File: src/rtl/timer_channel_map.vh
// register indices, field positions and reset values of the two-channel capture/compare block
`ifndef TIMER_CHANNEL_MAP_VH
`define TIMER_CHANNEL_MAP_VH

// register indices; byte address is four times the index
`define CH0_CTRL_IDX     4'h0
`define CH1_CTRL_IDX     4'h1
`define CH0_HIGH_IDX     4'h2
`define CH0_LOW_IDX      4'h3
`define CH1_HIGH_IDX     4'h4
`define CH1_LOW_IDX      4'h5
`define TIMER_CTRL_IDX   4'h6
`define MODULO_IDX       4'h7
`define COUNTER_IDX      4'h8
`define LAST_IDX         4'h8
`define BAD_IDX          4'hf

// channel control/status fields
`define FLAG_BIT         7
`define IE_BIT           6
`define MSB_BIT          5
`define MSA_BIT          4
`define ELSB_BIT         3
`define ELSA_BIT         2
`define TOV_BIT          1
`define MAX_BIT          0

// timer control fields
`define STOP_BIT         0
`define RESET_BIT        1
`define OVF_BIT          7

// edge/level codes
`define ELS_NONE         2'b00
`define ELS_TOGGLE       2'b01
`define ELS_CLEAR        2'b10
`define ELS_SET          2'b11

// reset values
`define CTRL_RESET       7'h00
`define MODULO_RESET     16'hffff
`define STOP_RESET       1'b1

// bus answers
`define RESP_OKAY        2'b00
`define RESP_SLVERR      2'b10

`endif

File: src/rtl/timer_channel_capture_compare.v
// two-channel capture/compare/pwm timer channel logic with an axi4-lite register slave
//
// Implementation choices: register access over AXI4-Lite and the placing of the registers.
`timescale 1ns/100ps
`include "timer_channel_map.vh"

module timer_channel_capture_compare (
    input  wire        core_clk,       // block clock, 125 mhz
    input  wire        sys_rst,        // synchronous reset, active high
    input  wire        clk_en,         // freezes all state while low
    input  wire        timer_tick,     // prescaled counter advance strobe
    input  wire        break_active,   // debug break in progress
    input  wire [1:0]  pin_in,         // channel pin levels, asynchronous
    output reg  [1:0]  pin_out,        // channel pin drive level
    output reg  [1:0]  pin_oe,         // channel pin output enable
    output reg  [1:0]  channel_irq,    // per-channel interrupt request
    input  wire [7:0]  s_axi_awaddr,   // write address
    input  wire        s_axi_awvalid,  // write address valid
    output reg         s_axi_awready,  // write address ready
    input  wire [31:0] s_axi_wdata,    // write data
    input  wire [3:0]  s_axi_wstrb,    // write byte strobes
    input  wire        s_axi_wvalid,   // write data valid
    output reg         s_axi_wready,   // write data ready
    output reg  [1:0]  s_axi_bresp,    // write response
    output reg         s_axi_bvalid,   // write response valid
    input  wire        s_axi_bready,   // write response ready
    input  wire [7:0]  s_axi_araddr,   // read address
    input  wire        s_axi_arvalid,  // read address valid
    output reg         s_axi_arready,  // read address ready
    output reg  [31:0] s_axi_rdata,    // read data
    output reg  [1:0]  s_axi_rresp,    // read response
    output reg         s_axi_rvalid,   // read data valid
    input  wire        s_axi_rready    // read data ready
);

    reg  [6:0]  ctl_reg [0:1];      // channel control bits below the flag
    reg  [15:0] val_reg [0:1];      // channel value pairs
    reg  [1:0]  flag_reg;           // channel event flags
    reg  [1:0]  arm_reg;            // flag read while set, clear armed
    reg  [1:0]  cap_block_reg;      // capture held after high byte read
    reg  [1:0]  cmp_block_reg;      // compare held after high byte write
    reg  [1:0]  max_eff_reg;        // max-duty in force this pwm cycle
    reg  [1:0]  sync1_reg;          // pin synchroniser first stage
    reg  [1:0]  sync2_reg;          // pin synchroniser second stage
    reg  [1:0]  prev_reg;           // previous synchronised level
    reg  [15:0] counter_reg;        // shared timer counter
    reg  [15:0] modulo_reg;         // counter modulo value
    reg         stop_reg;           // counter stopped
    reg         ovf_flag_reg;       // overflow seen
    reg         buf_sel_reg;        // pair in use in buffered mode
    reg         buf_pend_reg;       // pair to use from next overflow
    reg  [7:0]  awaddr_reg;         // held write address
    reg  [31:0] wdata_reg;          // held write data
    reg  [3:0]  wstrb_reg;          // held write strobes
    reg  [7:0]  araddr_reg;         // held read address

    reg  [1:0]  cap_mode;
    reg  [1:0]  cmp_mode;
    reg  [1:0]  cap_hit;
    reg  [1:0]  cmp_hit;
    reg  [1:0]  ch_on;
    reg  [1:0]  els_t;
    reg  [15:0] cmp_val;
    reg         blk_t;
    reg  [31:0] rd_mux;
    integer     i;

    wire        buffered  = ctl_reg[0][`MSB_BIT];
    wire        wr_fire   = ~s_axi_awready & ~s_axi_wready & ~s_axi_bvalid;
    wire        rd_fire   = ~s_axi_arready & ~s_axi_rvalid;
    wire [3:0]  widx      = reg_index(awaddr_reg);
    wire [3:0]  ridx      = reg_index(araddr_reg);
    wire        wr_lane   = wr_fire & wstrb_reg[0];
    wire        count_run = timer_tick & ~stop_reg & ~break_active;
    wire        ovf       = count_run & (counter_reg == modulo_reg);

    // map a byte address to a register index, or the bad index
    function [3:0] reg_index;
        input [7:0] a;
        begin
            if (a[1:0] != 2'b00 || a[7:6] != 2'b00 || a[5:2] > `LAST_IDX)
                reg_index = `BAD_IDX;
            else
                reg_index = a[5:2];
        end
    endfunction

    // active edge test for a capture channel
    function edge_hit;
        input [1:0] els;
        input       now;
        input       was;
        begin
            case (els)
                `ELS_TOGGLE: edge_hit = now & ~was;
                `ELS_CLEAR:  edge_hit = ~now & was;
                `ELS_SET:    edge_hit = now ^ was;
                default:     edge_hit = 1'b0;
            endcase
        end
    endfunction

    // pin level after a compare action
    function pin_action;
        input [1:0] els;
        input       cur;
        begin
            case (els)
                `ELS_TOGGLE: pin_action = ~cur;
                `ELS_CLEAR:  pin_action = 1'b0;
                `ELS_SET:    pin_action = 1'b1;
                default:     pin_action = cur;
            endcase
        end
    endfunction

    // per-channel mode decode and event detection
    always @* begin
        cap_mode = 2'b00;
        cmp_mode = 2'b00;
        cap_hit  = 2'b00;
        cmp_hit  = 2'b00;
        ch_on    = 2'b00;
        els_t    = 2'b00;
        cmp_val  = 16'h0000;
        blk_t    = 1'b0;
        for (i = 0; i < 2; i = i + 1) begin
            els_t = ctl_reg[i][`ELSB_BIT:`ELSA_BIT];
            // channel 1 off in buffered mode
            ch_on[i] = ~((i == 1) & buffered);
            cap_mode[i] = ch_on[i] & ~((i == 0) & buffered) & ~ctl_reg[i][`MSA_BIT] & (els_t != `ELS_NONE);
            cmp_mode[i] = ch_on[i] & (((i == 0) & buffered) | ctl_reg[i][`MSA_BIT]);
            if ((i == 0) & buffered) begin
                cmp_val = val_reg[buf_sel_reg];
                blk_t   = cmp_block_reg[0] | cmp_block_reg[1];
            end else begin
                cmp_val = val_reg[i];
                blk_t   = cmp_block_reg[i];
            end
            cmp_hit[i] = cmp_mode[i] & count_run & (counter_reg == cmp_val) & ~blk_t;
            cap_hit[i] = cap_mode[i] & ~stop_reg & ~cap_block_reg[i] & edge_hit(els_t, sync2_reg[i], prev_reg[i]);
        end
    end

    // read data multiplexer
    always @* begin
        rd_mux = 32'h00000000;
        case (ridx)
            `CH0_CTRL_IDX:   rd_mux = {24'h000000, flag_reg[0], ctl_reg[0]};
            `CH1_CTRL_IDX:   rd_mux = buffered ? 32'h00000000 : {24'h000000, flag_reg[1], ctl_reg[1]};
            `CH0_HIGH_IDX:   rd_mux = {24'h000000, val_reg[0][15:8]};
            `CH0_LOW_IDX:    rd_mux = {24'h000000, val_reg[0][7:0]};
            `CH1_HIGH_IDX:   rd_mux = {24'h000000, val_reg[1][15:8]};
            `CH1_LOW_IDX:    rd_mux = {24'h000000, val_reg[1][7:0]};
            `TIMER_CTRL_IDX: rd_mux = {24'h000000, ovf_flag_reg, 6'h00, stop_reg};
            `MODULO_IDX:     rd_mux = {16'h0000, modulo_reg};
            `COUNTER_IDX:    rd_mux = {16'h0000, counter_reg};
            default:         rd_mux = 32'h00000000;
        endcase
    end

    // axi4-lite handshakes: take address and data in either order, answer after both
    always @(posedge core_clk) begin
        if (sys_rst) begin
            s_axi_awready <= 1'b1;
            s_axi_wready  <= 1'b1;
            s_axi_bvalid  <= 1'b0;
            s_axi_bresp   <= `RESP_OKAY;
            s_axi_arready <= 1'b1;
            s_axi_rvalid  <= 1'b0;
            s_axi_rresp   <= `RESP_OKAY;
            s_axi_rdata   <= 32'h00000000;
            awaddr_reg    <= 8'h00;
            wdata_reg     <= 32'h00000000;
            wstrb_reg     <= 4'h0;
            araddr_reg    <= 8'h00;
        end else if (clk_en) begin
            if (s_axi_awready & s_axi_awvalid) begin
                awaddr_reg    <= s_axi_awaddr;
                s_axi_awready <= 1'b0;
            end
            if (s_axi_wready & s_axi_wvalid) begin
                wdata_reg    <= s_axi_wdata;
                wstrb_reg    <= s_axi_wstrb;
                s_axi_wready <= 1'b0;
            end
            if (wr_fire) begin
                s_axi_bvalid <= 1'b1;
                s_axi_bresp  <= (widx == `BAD_IDX) ? `RESP_SLVERR : `RESP_OKAY;
            end
            if (s_axi_bvalid & s_axi_bready) begin
                s_axi_bvalid  <= 1'b0;
                s_axi_awready <= 1'b1;
                s_axi_wready  <= 1'b1;
            end
            if (s_axi_arready & s_axi_arvalid) begin
                araddr_reg    <= s_axi_araddr;
                s_axi_arready <= 1'b0;
            end
            if (rd_fire) begin
                s_axi_rvalid <= 1'b1;
                s_axi_rdata  <= rd_mux;
                s_axi_rresp  <= (ridx == `BAD_IDX) ? `RESP_SLVERR : `RESP_OKAY;
            end
            if (s_axi_rvalid & s_axi_rready) begin
                s_axi_rvalid  <= 1'b0;
                s_axi_arready <= 1'b1;
            end
        end
    end

    // shared counter, modulo, stop and overflow flag
    always @(posedge core_clk) begin
        if (sys_rst) begin
            counter_reg  <= 16'h0000;
            modulo_reg   <= `MODULO_RESET;
            stop_reg     <= `STOP_RESET;
            ovf_flag_reg <= 1'b0;
            buf_sel_reg  <= 1'b0;
            sync1_reg    <= 2'b00;
            sync2_reg    <= 2'b00;
            prev_reg     <= 2'b00;
        end else if (clk_en) begin
            sync1_reg <= pin_in;
            sync2_reg <= sync1_reg;
            prev_reg  <= sync2_reg;
            if (wr_lane & (widx == `TIMER_CTRL_IDX) & wdata_reg[`RESET_BIT])
                counter_reg <= 16'h0000;
            else if (ovf)
                counter_reg <= 16'h0000;
            else if (count_run)
                counter_reg <= counter_reg + 16'h0001;
            if (wr_lane & (widx == `TIMER_CTRL_IDX))
                stop_reg <= wdata_reg[`STOP_BIT];
            if (wr_fire & (widx == `MODULO_IDX)) begin
                if (wstrb_reg[0])
                    modulo_reg[7:0] <= wdata_reg[7:0];
                if (wstrb_reg[1])
                    modulo_reg[15:8] <= wdata_reg[15:8];
            end
            // overflow sets win over a software clear
            if (ovf)
                ovf_flag_reg <= 1'b1;
            else if (wr_lane & (widx == `TIMER_CTRL_IDX) & ~wdata_reg[`OVF_BIT])
                ovf_flag_reg <= 1'b0;
            // pending pair becomes active at overflow
            if (ovf)
                buf_sel_reg <= buf_pend_reg;
        end
    end

    // channel control, flags, value pairs and pin drive
    always @(posedge core_clk) begin
        if (sys_rst) begin
            flag_reg      <= 2'b00;
            arm_reg       <= 2'b00;
            cap_block_reg <= 2'b00;
            cmp_block_reg <= 2'b00;
            max_eff_reg   <= 2'b00;
            pin_out       <= 2'b00;
            pin_oe        <= 2'b00;
            channel_irq   <= 2'b00;
            buf_pend_reg  <= 1'b0;
            for (i = 0; i < 2; i = i + 1) begin
                // control bits, buffered select among them, clear at reset
                ctl_reg[i] <= `CTRL_RESET;
                val_reg[i] <= 16'h0000;
            end
        end else if (clk_en) begin
            for (i = 0; i < 2; i = i + 1) begin
                // event sets win over the armed clear
                if (cmp_hit[i] | cap_hit[i])
                    flag_reg[i] <= 1'b1;
                else if (wr_lane & (widx == `CH0_CTRL_IDX + i) & ch_on[i] & ~wdata_reg[`FLAG_BIT] & arm_reg[i])
                    flag_reg[i] <= 1'b0;
                if (cmp_hit[i] | cap_hit[i])
                    arm_reg[i] <= 1'b0;
                else if (rd_fire & (ridx == `CH0_CTRL_IDX + i) & ch_on[i] & flag_reg[i])
                    arm_reg[i] <= 1'b1;
                else if (wr_lane & (widx == `CH0_CTRL_IDX + i))
                    arm_reg[i] <= 1'b0;
                // channel 1 control ignores writes in buffered mode
                if (wr_lane & (widx == `CH0_CTRL_IDX + i) & ch_on[i]) begin
                    ctl_reg[i] <= wdata_reg[6:0];
                    // buffered select only in channel 0
                    if (i == 1)
                        ctl_reg[i][`MSB_BIT] <= 1'b0;
                end
                // value pair written a byte at a time
                if (wr_lane & (widx == `CH0_HIGH_IDX + 2 * i)) begin
                    val_reg[i][15:8] <= wdata_reg[7:0];
                    cmp_block_reg[i] <= cmp_mode[i] | ((i == 1) & buffered);
                end
                if (wr_lane & (widx == `CH0_LOW_IDX + 2 * i)) begin
                    val_reg[i][7:0]  <= wdata_reg[7:0];
                    cmp_block_reg[i] <= 1'b0;
                    if (buffered)
                        buf_pend_reg <= (i == 1);
                end
                // capture copies counter with the flag
                if (cap_hit[i])
                    val_reg[i] <= counter_reg;
                // high read holds captures until low read
                if (rd_fire & (ridx == `CH0_HIGH_IDX + 2 * i) & cap_mode[i])
                    cap_block_reg[i] <= 1'b1;
                else if (rd_fire & (ridx == `CH0_LOW_IDX + 2 * i))
                    cap_block_reg[i] <= 1'b0;
                if (ovf)
                    max_eff_reg[i] <= ctl_reg[i][`MAX_BIT];
                channel_irq[i] <= flag_reg[i] & ctl_reg[i][`IE_BIT] & ch_on[i];
                if (~ch_on[i] | (ctl_reg[i][`ELSB_BIT:`ELSA_BIT] == `ELS_NONE)) begin
                    pin_oe[i] <= 1'b0;
                    pin_out[i] <= ~ctl_reg[i][`MSA_BIT];
                end else if (~cmp_mode[i]) begin
                    pin_oe[i] <= 1'b0;
                end else begin
                    pin_oe[i] <= 1'b1;
                    if (ovf & ctl_reg[i][`TOV_BIT]) begin
                        // forced full duty holds the active level
                        if (ctl_reg[i][`MAX_BIT])
                            pin_out[i] <= (ctl_reg[i][`ELSB_BIT:`ELSA_BIT] != `ELS_SET);
                        else
                            pin_out[i] <= ~pin_out[i];
                    end else if (cmp_hit[i] & ~(max_eff_reg[i] & ctl_reg[i][`TOV_BIT])) begin
                        pin_out[i] <= pin_action(ctl_reg[i][`ELSB_BIT:`ELSA_BIT], pin_out[i]);
                    end
                end
            end
        end
    end

endmodule // timer_channel_capture_compare

File: config.mk
export PLATFORM = sky130hd
export DESIGN_NAME = timer_channel_capture_compare
export DESIGN_NICKNAME = d
export VERILOG_FILES = /design/src/rtl/timer_channel_capture_compare.v
export VERILOG_INCLUDE_DIRS = /design/src /design/src/rtl
export SDC_FILE = /design/constraint.sdc
export NUM_CORES = 1
export LEC_CHECK = 0
export ABC_CLOCK_PERIOD_IN_PS = 3700
export BUFFER_PORTS_ARGS = -buffer_cell sky130_fd_sc_hd__buf_4
export CAP_MARGIN = 0
export CORE_MARGIN = 3
export CORE_UTILIZATION = 63
export DETAILED_ROUTE_END_ITERATION = 6
export GPL_ROUTABILITY_DRIVEN = 1
export PLACE_DENSITY = 0.93
export SLEW_MARGIN = 10
export SYNTH_ARGS = -nofsm -noshare
export SYNTH_HDL_FRONTEND = slang
export SYNTH_SLANG_ARGS = --single-unit
File: constraint.sdc
create_clock -name core_clk -period 3.7 [get_ports core_clk]
set_input_delay 0.185 -clock core_clk [delete_from_list [all_inputs] [get_ports core_clk]]
set_output_delay 0.185 -clock core_clk [all_outputs]
set_load 0.1 [all_outputs]
==> out/qor.yml, run 1 <==
grt:
  grt_util_met1_pct: 44.5
  overflow: 0
  grt.busiest_layer: "met2"
  grt_usage_pct: 34.6
  grt_start_max_net_pins: 61
  antenna_found_initial: 0
  first_global_vias: 7129
  grtUsageMet3_pct: 7.29
  grt_pass1_wl_um: 38800
  grt.met2_usage_pct: 55.1
clocking:
  cts-buffers-inserted: 17
  htree_num_levels: 4
  cts.root.buffer_cell: "clkbuf_16"
  insertion_delay_ps: 440
  ctsResizeCount: 0
  cts_max_path_buffers: 2
  worst_setup_hold_path_clk_slew_ps: 60
  cts_tree: "built"
  cts.sink_count: 162
synthesis:
  multiplexer_area_fraction_after_synthesis_pct: 6.40
  post_synth_xor_area_fraction_pct: 5.17
  syn-cell-area_um2: 8480
  synthAdderAreaFrac_pct: 0.738
  synth_largest_type_area_fraction_pct: 27.6
  synth-warning-count: 0
  synth_area_leaders: "dfxtp_1 (28%), edfxtp_1 (16%), nor2_1 (5.4%)"
  post-synth-top-area-cell: "dfxtp_1"
  synth-seq-cells: 162
  synthArstFlopShare_pct: 0
  post_synth_simple_gate_area_pct: 21.4
  post_synth_inst_count: 938
  seq_area_frac_synth_pct: 43.6
  synth_compound_area_share_pct: 16.1
  post_synthesis_cell_type_count: 72
  synth_area_per_cell_um2: 9.04
  dominant_synthesized_flop_cell: "dfxtp_1"
  dominant_combinational_cell_family_by_area_after_synthesis: "simple AND/OR/NAND/NOR gates"
  synth-edff-count: 45
setup_path:
  timing.critical_path.slowest_cell_delay_ps: 660
  critical-path-top-delay-family: "compound AO/OA/AOI/OAI gates"
  cp_cell_sequence: "nor4_1 > o21ai_0 > a311oi_1 > nor2b_1 > buf_4 > nor2_1 > o21ai_0"
  crit_fanout: 19
  worst_r2r_startpoint: "ctl_reg[0][5]$_DFFE_PP_"
  startpoint_type: "flop"
  worst-endpoint-required_ps: 3760
  critical_path.endpoint_type: "flop"
  endpoint_of_the_most_critical_register_to_register_path: "val_reg[0][1]$_SDFFCE_PP0P_"
  timing.critical_path.arrival_ps: 3060
  cp_num_buf_inv: 1
  slowest_stage: "edfxtp_1"
  ff2ff_path_depth: 7
  timing.setup.critical_path_class: "reg -> reg"
  r2r_setup_slack_ps: 690
  timing.critical_path.mode_cell: "o21ai_0"
final_layout:
  antenna_cells: 0
  nNetsFinal: 1053
  final_cells: 1169
  multi_input_area_um2: 4290
  fill_cells: 910
  post_route_cells_drive_above_1_share_pct: 13.8
  fin_util_pct: 74.9
  largest_register_ffs: 32
  regArea_um2: 3690
  area_delta_synth_final_pct: 13.7
timing:
  sum_neg_setup_slack_ps: 0
  achievable-frequency_ghz: 0.332
  period_share_pct: 81.3
  report.final.hold_viol_count: 1
  skew_ps: 9.39
  worst_slew_margin_rel_pct: 24.8
  setup_violations: 0
  whs_ps: -0.757
  worst-slew-pin-transition_ps: 1130
  grt_setup_unrepaired: "no"
  final_max_slew_viol_count: 0
  min_period_ps: 3010
routing:
  drt-vias-per-instance: 6.46
  number_of_vias_after_detailed_routing: 7550
  ant_nets: 0
  detail_route.first_pass.iterations: 7
  drt_wl_total_um: 25400
  avgRoutedWirePerCell_um: 21.7
  route.detailed.drc: 1
  detailedRoute.firstIterationViolations: 1217
pwr:
  power.share.clock_pct: 42.5
  power_leakage_nw: 3.63
  power.switching_w: 0.00113
  pwr-share-seq_pct: 46.8
  p_int_w: 0.00300
  comb_pwr_share_pct: 10.7
  switching_share_of_power_pct: 27.4
  power_per_cell_area_nw_per_um2: 429
  peak_supply_drop_mv: 0.353
floorplan:
  core.rowCount: 41
  io-pin-count: 111
  die_y_um: 122
  placeableCoreArea_um2: 12900
  die_area_um2: 14900
  die_x_um: 122
  initial_core_util_pct: 65.8
job:
  max_cap_violations: 0
hold_path:
  worst_hold_path.num_cells: 3
  min_to: "wdata_reg[10]$_SDFFE_PP0P_"
  min-delay-start: "s_axi_wdata[10]"
  min_path_type: "in -> reg"
placement:
  gp_congestion: 1.04
  dp_hpwl_um: 17100
  portBuffers: 74
  place_inst: 1124
status:
  run_status: "finished, violations left"
  violations_in_the_final_reports: "DRC, hold timing"
[worst max-delay path by stage]
stage                                        endpoint                       from  depth (start not counted)  slack, ps
after global routing      val_reg[0][1]$_SDFFCE_PP0P_    ctl_reg[0][5]$_DFFE_PP_                          7        570
after CTS                 val_reg[0][3]$_SDFFCE_PP0P_    ctl_reg[0][5]$_DFFE_PP_                          7        780
after detailed placement  val_reg[0][2]$_SDFFCE_PP0P_    ctl_reg[0][5]$_DFFE_PP_                          7        810
after floorplan           val_reg[0][0]$_SDFFCE_PP0P_  s_axi_wready$_SDFFE_PP1P_                          4        900
final                     val_reg[0][1]$_SDFFCE_PP0P_    ctl_reg[0][5]$_DFFE_PP_                          7        690
after global placement    val_reg[0][6]$_SDFFCE_PP0P_    ctl_reg[0][5]$_DFFE_PP_                          7        890
[layer usage]
metal	share of wire (%)	up-vias
met5	0	-
met4	5.6	0
met3	12	108
met2	46	543
met1	37	3504
li1	-	3395
[Yosys cell counts (all sizes together) (4+ instances only)]
cell and n:
nor2 123, dfxtp 117, nand2 92, a21oi 56
buf 47, edfxtp 45, mux2i 43, clkbuf 39
xnor2 33, inv 29, nand2b 23, a22o 22
nor3 21, o21ai 20, a22oi 19, nand3 19
a211o 18, xor2 17, nand4 15, and3 13
nor2b 12, and2 11, a211oi 9, a311oi 7
a31oi 6, mux2 6, nor4 6, a221o 5
a222oi 5, ha 5, nand3b 5, a21o 4
and4 4, nor4b 4
[power by group through the flow]
| stage | registers (W) | logic (W) | clock network [W] |
|---|---|---|---|
| detailed placement | 0.00197 | 0.000421 | 0 |
| CTS | 0.00193 | 0.000435 | 0.00175 |
| floorplan | 0.00199 | 0.000300 | 0 |
| global placement | 0.00197 | 0.000414 | 0 |
| global route | 0.00194 | 0.000473 | 0.00183 |
| finish | 0.00193 | 0.000444 | 0.00175 |
[cell families (layout without fill, tap and decap cells)]
logic type,count (synthesis),count (layout)
AND/OR/NAND/NOR,363,363
AO/OA/AOI/OAI,191,191
flip-flops,162,162
buffers and inverters,115,157
multiplexers,51,51
XOR/XNOR,50,50
adder cells (fa/ha/maj),5,5
other,1,18
[worst reg2reg max path: stages, from the launching register on]
cell	delay, ps
edfxtp_1	660
nor4_1	360
o21ai_0	130
a311oi_1	460
nor2b_1	230
buf_4	270
nor2_1	80
o21ai_0	440
[stage by stage]
| step | setup slack (ps) | total power [W] | hold WS (ps) | area, µm² |
|---|---|---|---|---|
| after CTS | 779 | 0.00411 | 0.888 | 9640 |
| after floorplan | 901 | 0.00229 | 321 | 8540 |
| after detailed placement | 811 | 0.00239 | 421 | 8930 |
| final | 691 | 0.00413 | -0.757 | 9640 |
| after global routing | 570 | 0.00424 | 11.4 | 9640 |
| after global placement | 887 | 0.00238 | 414 | 8930 |
[layout by cell type, fill, tap and decap left out, types with 4 or more instances in the layout]
cell	n
nor2_1	121
dfxtp_1	117
nand2_1	92
buf_4	83
a21oi_1	56
edfxtp_1	45
mux2i_1	43
xnor2_1	33
inv_1	29
nand2b_1	23
a22o_1	22
nand3_1	19
a22oi_1	19
o21ai_0	18
a211o_1	18
conb_1	18
xor2_1	17
clkbuf_16	17
nor3_1	16
nand4_1	14
and3_1	13
dlygate4sd3_1	13
nor2b_1	12
and2_1	11
a211oi_1	9
a311oi_1	7
a31oi_1	6
mux2_2	6
nand3b_1	5
a222oi_1	5
a221o_1	5
ha_1	5
nor4_1	4
nor3_2	4
a21o_1	4
inv_6	4
[repair_timing]
item                      CTS  global route
hold endpoints to repair   13             0
setup buffers               0             0
hold buffers               13             0
[final cells by class]
type                       instances  area share [%]
tap                              172            2.23
clock buffer                      17            4.41
clock inverter                    15            1.62
inverter                          29            1.13
multi-input combinational        678            44.5
sequential                       162            38.3
timing repair buffer              96            7.81
Note: power is estimated with default switching activity, not from simulation.
==> inputs of run 2 (changes only) <==
Settings changed: ABC_AREA set to 1, ABC_CLOCK_PERIOD_IN_PS 3700 to 2500, CORE_UTILIZATION 63 to 53, PLACE_DENSITY 0.93 to 0.84.
Clock period 3.7 ns to 2.5 ns, I/O delays scaled along.
==> out/qor.yml, run 2 <==
job:
  max_cap_violations: 0  # unchanged
setup_path:
  worst-endpoint-required_ps: 2630  # -1130 ps
  cp_cell_sequence: "buf_4 > nor2_1 > nand2_1 > nor2_1 > o2111ai_1 > nor2_2 > inv_2 > nand3_1 > buf_4"
  timing.critical_path.to: "val_reg[0][10]$_SDFFCE_PP0P_"
  timing.setup.critical_path_class: "reg -> reg"
  ff2ff_path_depth: 9  # +2
  endpoint_of_the_most_critical_register_to_register_path: "val_reg[0][10]$_SDFFCE_PP0P_"
  timing.critical_path.slowest_cell_delay_ps: 500  # -160 ps
  crit_fanout: 21  # +2
  timing.critical_path.arrival_ps: 2390  # -670 ps
  r2r_setup_slack_ps: 240  # -450 ps
  cp-startpoint: "ctl_reg[0][5]$_DFFE_PP_"
  critical_path.endpoint_type: "flop"
  slowest_stage: "edfxtp_1"
  startpoint_type: "flop"
  worst_r2r_startpoint: "ctl_reg[0][5]$_DFFE_PP_"
timing:
  whs_ps: -10.9  # -10.1 ps
  period_share_pct: 90.4  # +9.1 points
  skew_ps: 8.13  # -1.26 ps
  sum_neg_setup_slack_ps: 0  # unchanged
  achievable-frequency_ghz: 0.443  # +33%
  min_period_ps: 2260  # -749 ps
  setup_violations: 0  # unchanged
  report.final.hold_viol_count: 1  # unchanged
  grt_setup_unrepaired: "no"
  worst_slew_margin_rel_pct: 41.4  # +17 points
  final_max_slew_viol_count: 0  # unchanged
  fin_ws_ps: 240  # -451 ps
  worst-slew-pin-transition_ps: 878  # -249 ps
floorplan:
  die_y_um: 136  # +11%
  initial_core_util_pct: 55.1  # -11 points
  die_area_um2: 18400  # +24%
  die_x_um: 136  # +11%
  placeableCoreArea_um2: 16200  # +26%
  core.rowCount: 46  # +12%
  io-pin-count: 111  # unchanged
final_layout:
  nNetsFinal: 1435  # +36%
  fin_area_um2: 10700  # +10%
  antenna_cells: 0  # unchanged
  area_delta_synth_final_pct: 19.6
  fin_util_pct: 65.9  # -9.0 points
  layout_commonest_cell: "nand2_1"
  post_route_cells_drive_above_1_share_pct: 14.7  # +0.88 points
  layout_common_cells: "nand2_1 (339), inv_1 (124), dfxtp_1 (117)"
  largest_register_ffs: 32  # unchanged
clocking:
  insertion_delay_ps: 430  # about the same
  htree_num_levels: 4  # unchanged
  cts_tree: "built"
  cts.root.buffer_cell: "clkbuf_16"
  cts_max_path_buffers: 2  # unchanged
  cts.sink_count: 162  # unchanged
  cts-buffers-inserted: 17  # unchanged
  worst_setup_hold_path_clk_slew_ps: 70  # about the same
hold_path:
  min_path_type: "in -> reg"
  worst_hold_path.num_cells: 3  # unchanged
placement:
  dpl_worst_slack_ps: 280  # -531 ps
  placedInstanceArea_um2: 9680  # +8.4%
  gp_congestion: 1.04  # about the same
  dp_hpwl_um: 20200  # +18%
  portBuffers: 74  # unchanged
grt:
  grt_start_max_net_pins: 36  # -41%
  grt_pass1_wl_um: 43900  # +13%
  first_global_vias: 8389  # +18%
  grt_usage_pct: 30.9  # -3.7 points
  overflow: 0  # unchanged
  antenna_found_initial: 0  # unchanged
pwr:
  power_leakage_nw: 4.64  # +28%
  power_per_cell_area_nw_per_um2: 596  # +39%
  peak_supply_drop_mv: 0.498  # +41%
routing:
  drt_wl_total_um: 28500  # +12%
  avgRoutedWirePerCell_um: 17.9  # -18%
  ant_nets: 0  # unchanged
  route.detailed.drc: 0  # -1
  detailedRoute.firstIterationViolations: 1115  # -8.4%
  detail_route.first_pass.iterations: 6  # -1
  drt-vias-per-instance: 5.78  # -11%
  number_of_vias_after_detailed_routing: 9216  # +22%
synthesis:
  post_synthesis_cell_type_count: 46  # -36%
  post_synth_inst_count: 1252  # +33%
  synth_area_leaders: "dfxtp_1 (26%), edfxtp_1 (15%), nand2_1 (14%)"
  yosys.cell_count.top_type: "nand2_1"
  synth-edff-count: 45  # unchanged
  synthArstFlopShare_pct: 0  # unchanged
  synth_largest_type_area_fraction_pct: 26.3  # -1.3 points
  syn-cell-area_um2: 8910  # +5.1%
  synth-warning-count: 0  # unchanged
  synthTopCellsByCount: "nand2_1 (339), inv_1 (125), dfxtp_1 (117)"
  seq_area_frac_synth_pct: 41.5  # -2.1 points
  synth-seq-cells: 162  # unchanged
  synth_area_per_cell_um2: 7.11  # -21%
  post-synth-top-area-cell: "dfxtp_1"
  dominant_synthesized_flop_cell: "dfxtp_1"
status:
  run_status: "finished, violations left"
  violations_in_the_final_reports: "hold timing"
[run 2: cell types whose count changed after synthesis, sizes merged, moves of 18 or more]
cell	before	now
o22ai	2	20
mux2i	43	0
o21ai	20	99
a22o	22	0
a22oi	19	0
nand2	92	346
inv	29	139
a21oi	56	84
nand3	19	100
nand2b	23	0
a211o	18	0
xnor2	33	11
o211ai	0	21
[run 2: critical path, delay by kind of cell, from the launching register on]
family,cells,cell delay [ps]
buf+inv,3,600
flops,1,500
compound gates,1,180
simple gates,5,680
[run 2: worst min path at each step]
stage                         from                           to  slack [ps]
floorplan                pin_in[0]    sync1_reg[0]$_SDFFE_PP0P_         260
detailed placement       pin_in[0]    sync1_reg[0]$_SDFFE_PP0P_         360
global route               sys_rst  s_axi_rdata[6]$_SDFFE_PP0P_           9
finish              s_axi_wdata[1]    wdata_reg[1]$_SDFFE_PP0P_         -10
global placement         pin_in[0]    sync1_reg[0]$_SDFFE_PP0P_         350
CTS                 s_axi_wdata[1]    wdata_reg[1]$_SDFFE_PP0P_         0.6
[run 2: report_power, final]
group / internal, W / switching [W] / total, W
sequential: 0.00277 / 0.0000784 / 0.00285
combinational: 0.000219 / 0.000567 / 0.000786
clock: 0.00158 / 0.00113 / 0.00271
total: 0.00457 / 0.00177 / 0.00634
[run 2: logic make-up (layout without fill, tap and decap cells)]
logic type,Yosys count,count (layout),synth area share [%]
flops,162,162,41.5
simple gates,627,627,31.1
other cells,1,18,0.0421
buf+inv,208,318,10.3
compound gates,230,230,14.5
xor+xnor,19,19,1.87
fa+ha+maj,5,5,0.702
[run 2: per-layer routing]
metal | wire, µm | global-route usage, %
met1 | 10700 | 38.7
met2 | 12700 | 48.5
met3 | 3310 | 7.99
met4 | 1820 | 17.2
met5 | 0 | 0
[run 2: through the flow]
step	std cells	power, W
floorplan	1269	0.00343
global placement	1527	0.00361
detailed placement	1527	0.00362
CTS	1593	0.00632
global route	1595	0.00651
finish	1595	0.00634
[run 2: repair_timing]
item,CTS,global route
endpoints found under the setup margin,0,1
endpoints found under the hold margin,34,0
hold buffers,34,0
resized for setup,0,0
setup buffers,0,2
[run 2: cell type report]
cell class	count	area, µm²
clock inverter	10	109
multi-input combinational	899	4360
clock buffer	22	508
inverter	139	522
fill	1305	5520
tap	216	270
sequential	162	3690
timing repair buffer	147	1190
==> inputs of run 3 (changes only) <==
Settings changed: BUFFER_PORTS_ARGS -buffer_cell sky130_fd_sc_hd__buf_4 to -buffer_cell sky130_fd_sc_hd__clkbuf_2.
==> out/qor.yml, run 3 (synthesis gave the netlist of run 2 again) <==
setup_path:
  crit_fanout: 21  # unchanged
  worst_r2r_startpoint: "ctl_reg[0][2]$_DFFE_PP_"
  ff2ff_path_depth: 9  # unchanged
  timing.setup.critical_path_class: "reg -> reg"
  cp-startpoint: "ctl_reg[0][2]$_DFFE_PP_"
  endpoint_of_the_most_critical_register_to_register_path: "val_reg[1][14]$_DFFE_PP_"
  startpoint_type: "flop"
  critical_path.endpoint_type: "flop"
  worst-endpoint-required_ps: 2670  # +40 ps
  timing.critical_path.to: "val_reg[1][14]$_DFFE_PP_"
  r2r_setup_slack_ps: 180  # -60 ps
  timing.critical_path.arrival_ps: 2490  # +100 ps
routing:
  detailedRoute.firstIterationViolations: 1463  # +31%
  route.detailed.drc: 1  # +1
  avgRoutedWirePerCell_um: 18.3  # +2.5%
  ant_nets: 0  # unchanged
  number_of_vias_after_detailed_routing: 9157  # -0.64%
  drt-vias-per-instance: 5.76  # -0.39%
  drt_wl_total_um: 29200  # +2.2%
  detail_route.first_pass.iterations: 7  # +1
timing:
  worst-slew-pin-transition_ps: 857  # -21.0 ps
  achievable-frequency_ghz: 0.431  # -2.7%
  min_period_ps: 2320  # +62.8 ps
  setup_violations: 0  # unchanged
  whs_ps: -0.625  # +10.2 ps
  period_share_pct: 92.9  # +2.5 points
  grt_setup_unrepaired: "no"
  skew_ps: 8.05  # -0.0804 ps
  worst_slew_margin_rel_pct: 42.7  # +1.3 points
  report.final.hold_viol_count: 1  # unchanged
  final_max_slew_viol_count: 0  # unchanged
  sum_neg_setup_slack_ps: 0  # unchanged
placement:
  gp_congestion: 0.992  # -4.4%
  portBuffers: 74  # unchanged
  dp_hpwl_um: 20900  # +3.4%
floorplan:
  die_x_um: 136  # unchanged
  core.rowCount: 46  # unchanged
  die_area_um2: 18400  # unchanged
  initial_core_util_pct: 55.1  # unchanged
  die_y_um: 136  # unchanged
  io-pin-count: 111  # unchanged
  placeableCoreArea_um2: 16200  # unchanged
clocking:
  cts.root.buffer_cell: "clkbuf_16"
  cts_tree: "built"
  cts_max_path_buffers: 2  # unchanged
  insertion_delay_ps: 430  # about the same
  htree_num_levels: 4  # unchanged
  worst_setup_hold_path_clk_slew_ps: 70  # about the same
  cts-buffers-inserted: 17  # unchanged
  cts.repair_timing.setup_buffer_count: 0  # unchanged
  cts.sink_count: 162  # unchanged
pwr:
  peak_supply_drop_mv: 0.495  # -0.62%
  power_leakage_nw: 4.55  # -2.0%
  power_per_cell_area_nw_per_um2: 593  # -0.51%
  report.power.total_w: 0.00616  # -3.0%
grt:
  grt_start_max_net_pins: 41  # +14%
  grt_usage_pct: 32.0  # +1.2 points
  grt_pass1_wl_um: 45100  # +2.8%
  antenna_found_initial: 0  # unchanged
  first_global_vias: 8380  # -0.11%
  overflow: 0  # unchanged
final_layout:
  layout_common_cells: "nand2_1 (339), inv_1 (124), dfxtp_1 (117)"
  layout_commonest_cell: "nand2_1"
  antenna_cells: 0  # unchanged
  area_delta_synth_final_pct: 16.6
  post_route_cells_drive_above_1_share_pct: 14.6  # -0.10 points
  largest_register_ffs: 32  # unchanged
  nNetsFinal: 1431  # -0.28%
job:
  max_cap_violations: 0  # unchanged
status:
  run_status: "finished, violations left"
  violations_in_the_final_reports: "DRC, hold timing"
hold_path:
  min_path_type: "in -> reg"
-- run 3: changes by cell type in the layout (fill, tap and decap cells not counted), sizes merged --
cell	previous run	this run
dlygate4sd3	34	32
clkbuf	22	94
clkinvlp	0	3
buf	113	37
bufinv	1	0
-- run 3: final cells by class --
type | count | area, µm²
multi-input cells | 899 | 4360
well taps | 216 | 270
clock inverters | 12 | 91.3
inverters | 139 | 522
clock buffers | 20 | 479
flip-flops and latches | 162 | 3690
fillers | 1414 | 5780
repair buffers | 143 | 968
-- run 3: timing repair --
item / in CTS / in global routing
endpoints found under the hold margin: 30 / 0
resized for setup: 0 / 1
endpoints found under the setup margin: 0 / 15
hold buffers: 32 / 0
-- run 3: stage by stage --
stage / instance area (µm²) / setup WS (ps) / instances / utilization [%] / hold slack [ps]
global placement: 9490 / 313 / 1527 / 58.7 / 352
global route: 10400 / 76.8 / 1591 / 64.2 / 19.0
floorplan: 8970 / 256 / 1269 / - / 260
detailed placement: 9490 / 239 / 1527 / 58.7 / 351
CTS: 10400 / 191 / 1591 / 64.2 / 3.70
finish: 10400 / 177 / 1591 / 64.2 / -0.625
-- run 3: layer usage --
| layer | vias up | GRT usage (%) | part of all wire, % |
|---|---|---|---|
| met5 | - | 0 | 0 |
| met4 | 0 | 15.3 | 5.4 |
| met3 | 108 | 7.99 | 11 |
| met2 | 574 | 49.3 | 45 |
| met1 | 4166 | 42.4 | 39 |
| li1 | 4309 | - | - |
-- run 3: where the power goes --
| part | total, W | switching [W] | internal, W |
|---|---|---|---|
| logic | 0.000756 | 0.000567 | 0.000189 |
| clock network | 0.00255 | 0.00114 | 0.00141 |
| registers | 0.00285 | 0.0000779 | 0.00277 |
-- run 3: worst min-delay path by stage --
stage | to | from | depth (start not counted)
after global routing | wdata_reg[9]$_SDFFE_PP0P_ | s_axi_wdata[9] | 3
after detailed placement | sync1_reg[0]$_SDFFE_PP0P_ | pin_in[0] | 3
final | araddr_reg[2]$_SDFFE_PP0P_ | s_axi_araddr[2] | 3
after floorplan | sync1_reg[0]$_SDFFE_PP0P_ | pin_in[0] | 2
after global placement | sync1_reg[0]$_SDFFE_PP0P_ | pin_in[0] | 3
after CTS | araddr_reg[2]$_SDFFE_PP0P_ | s_axi_araddr[2] | 3
-- run 3: critical path, cell delays in order, from the launching register on --
cell	delay (ps)
edfxtp_1	450
or2_2	370
nand2_1	120
nor2_1	60
o2111ai_1	140
nor2_4	120
inv_2	340
o211ai_4	230
nand3_1	130
o21ai_0	90
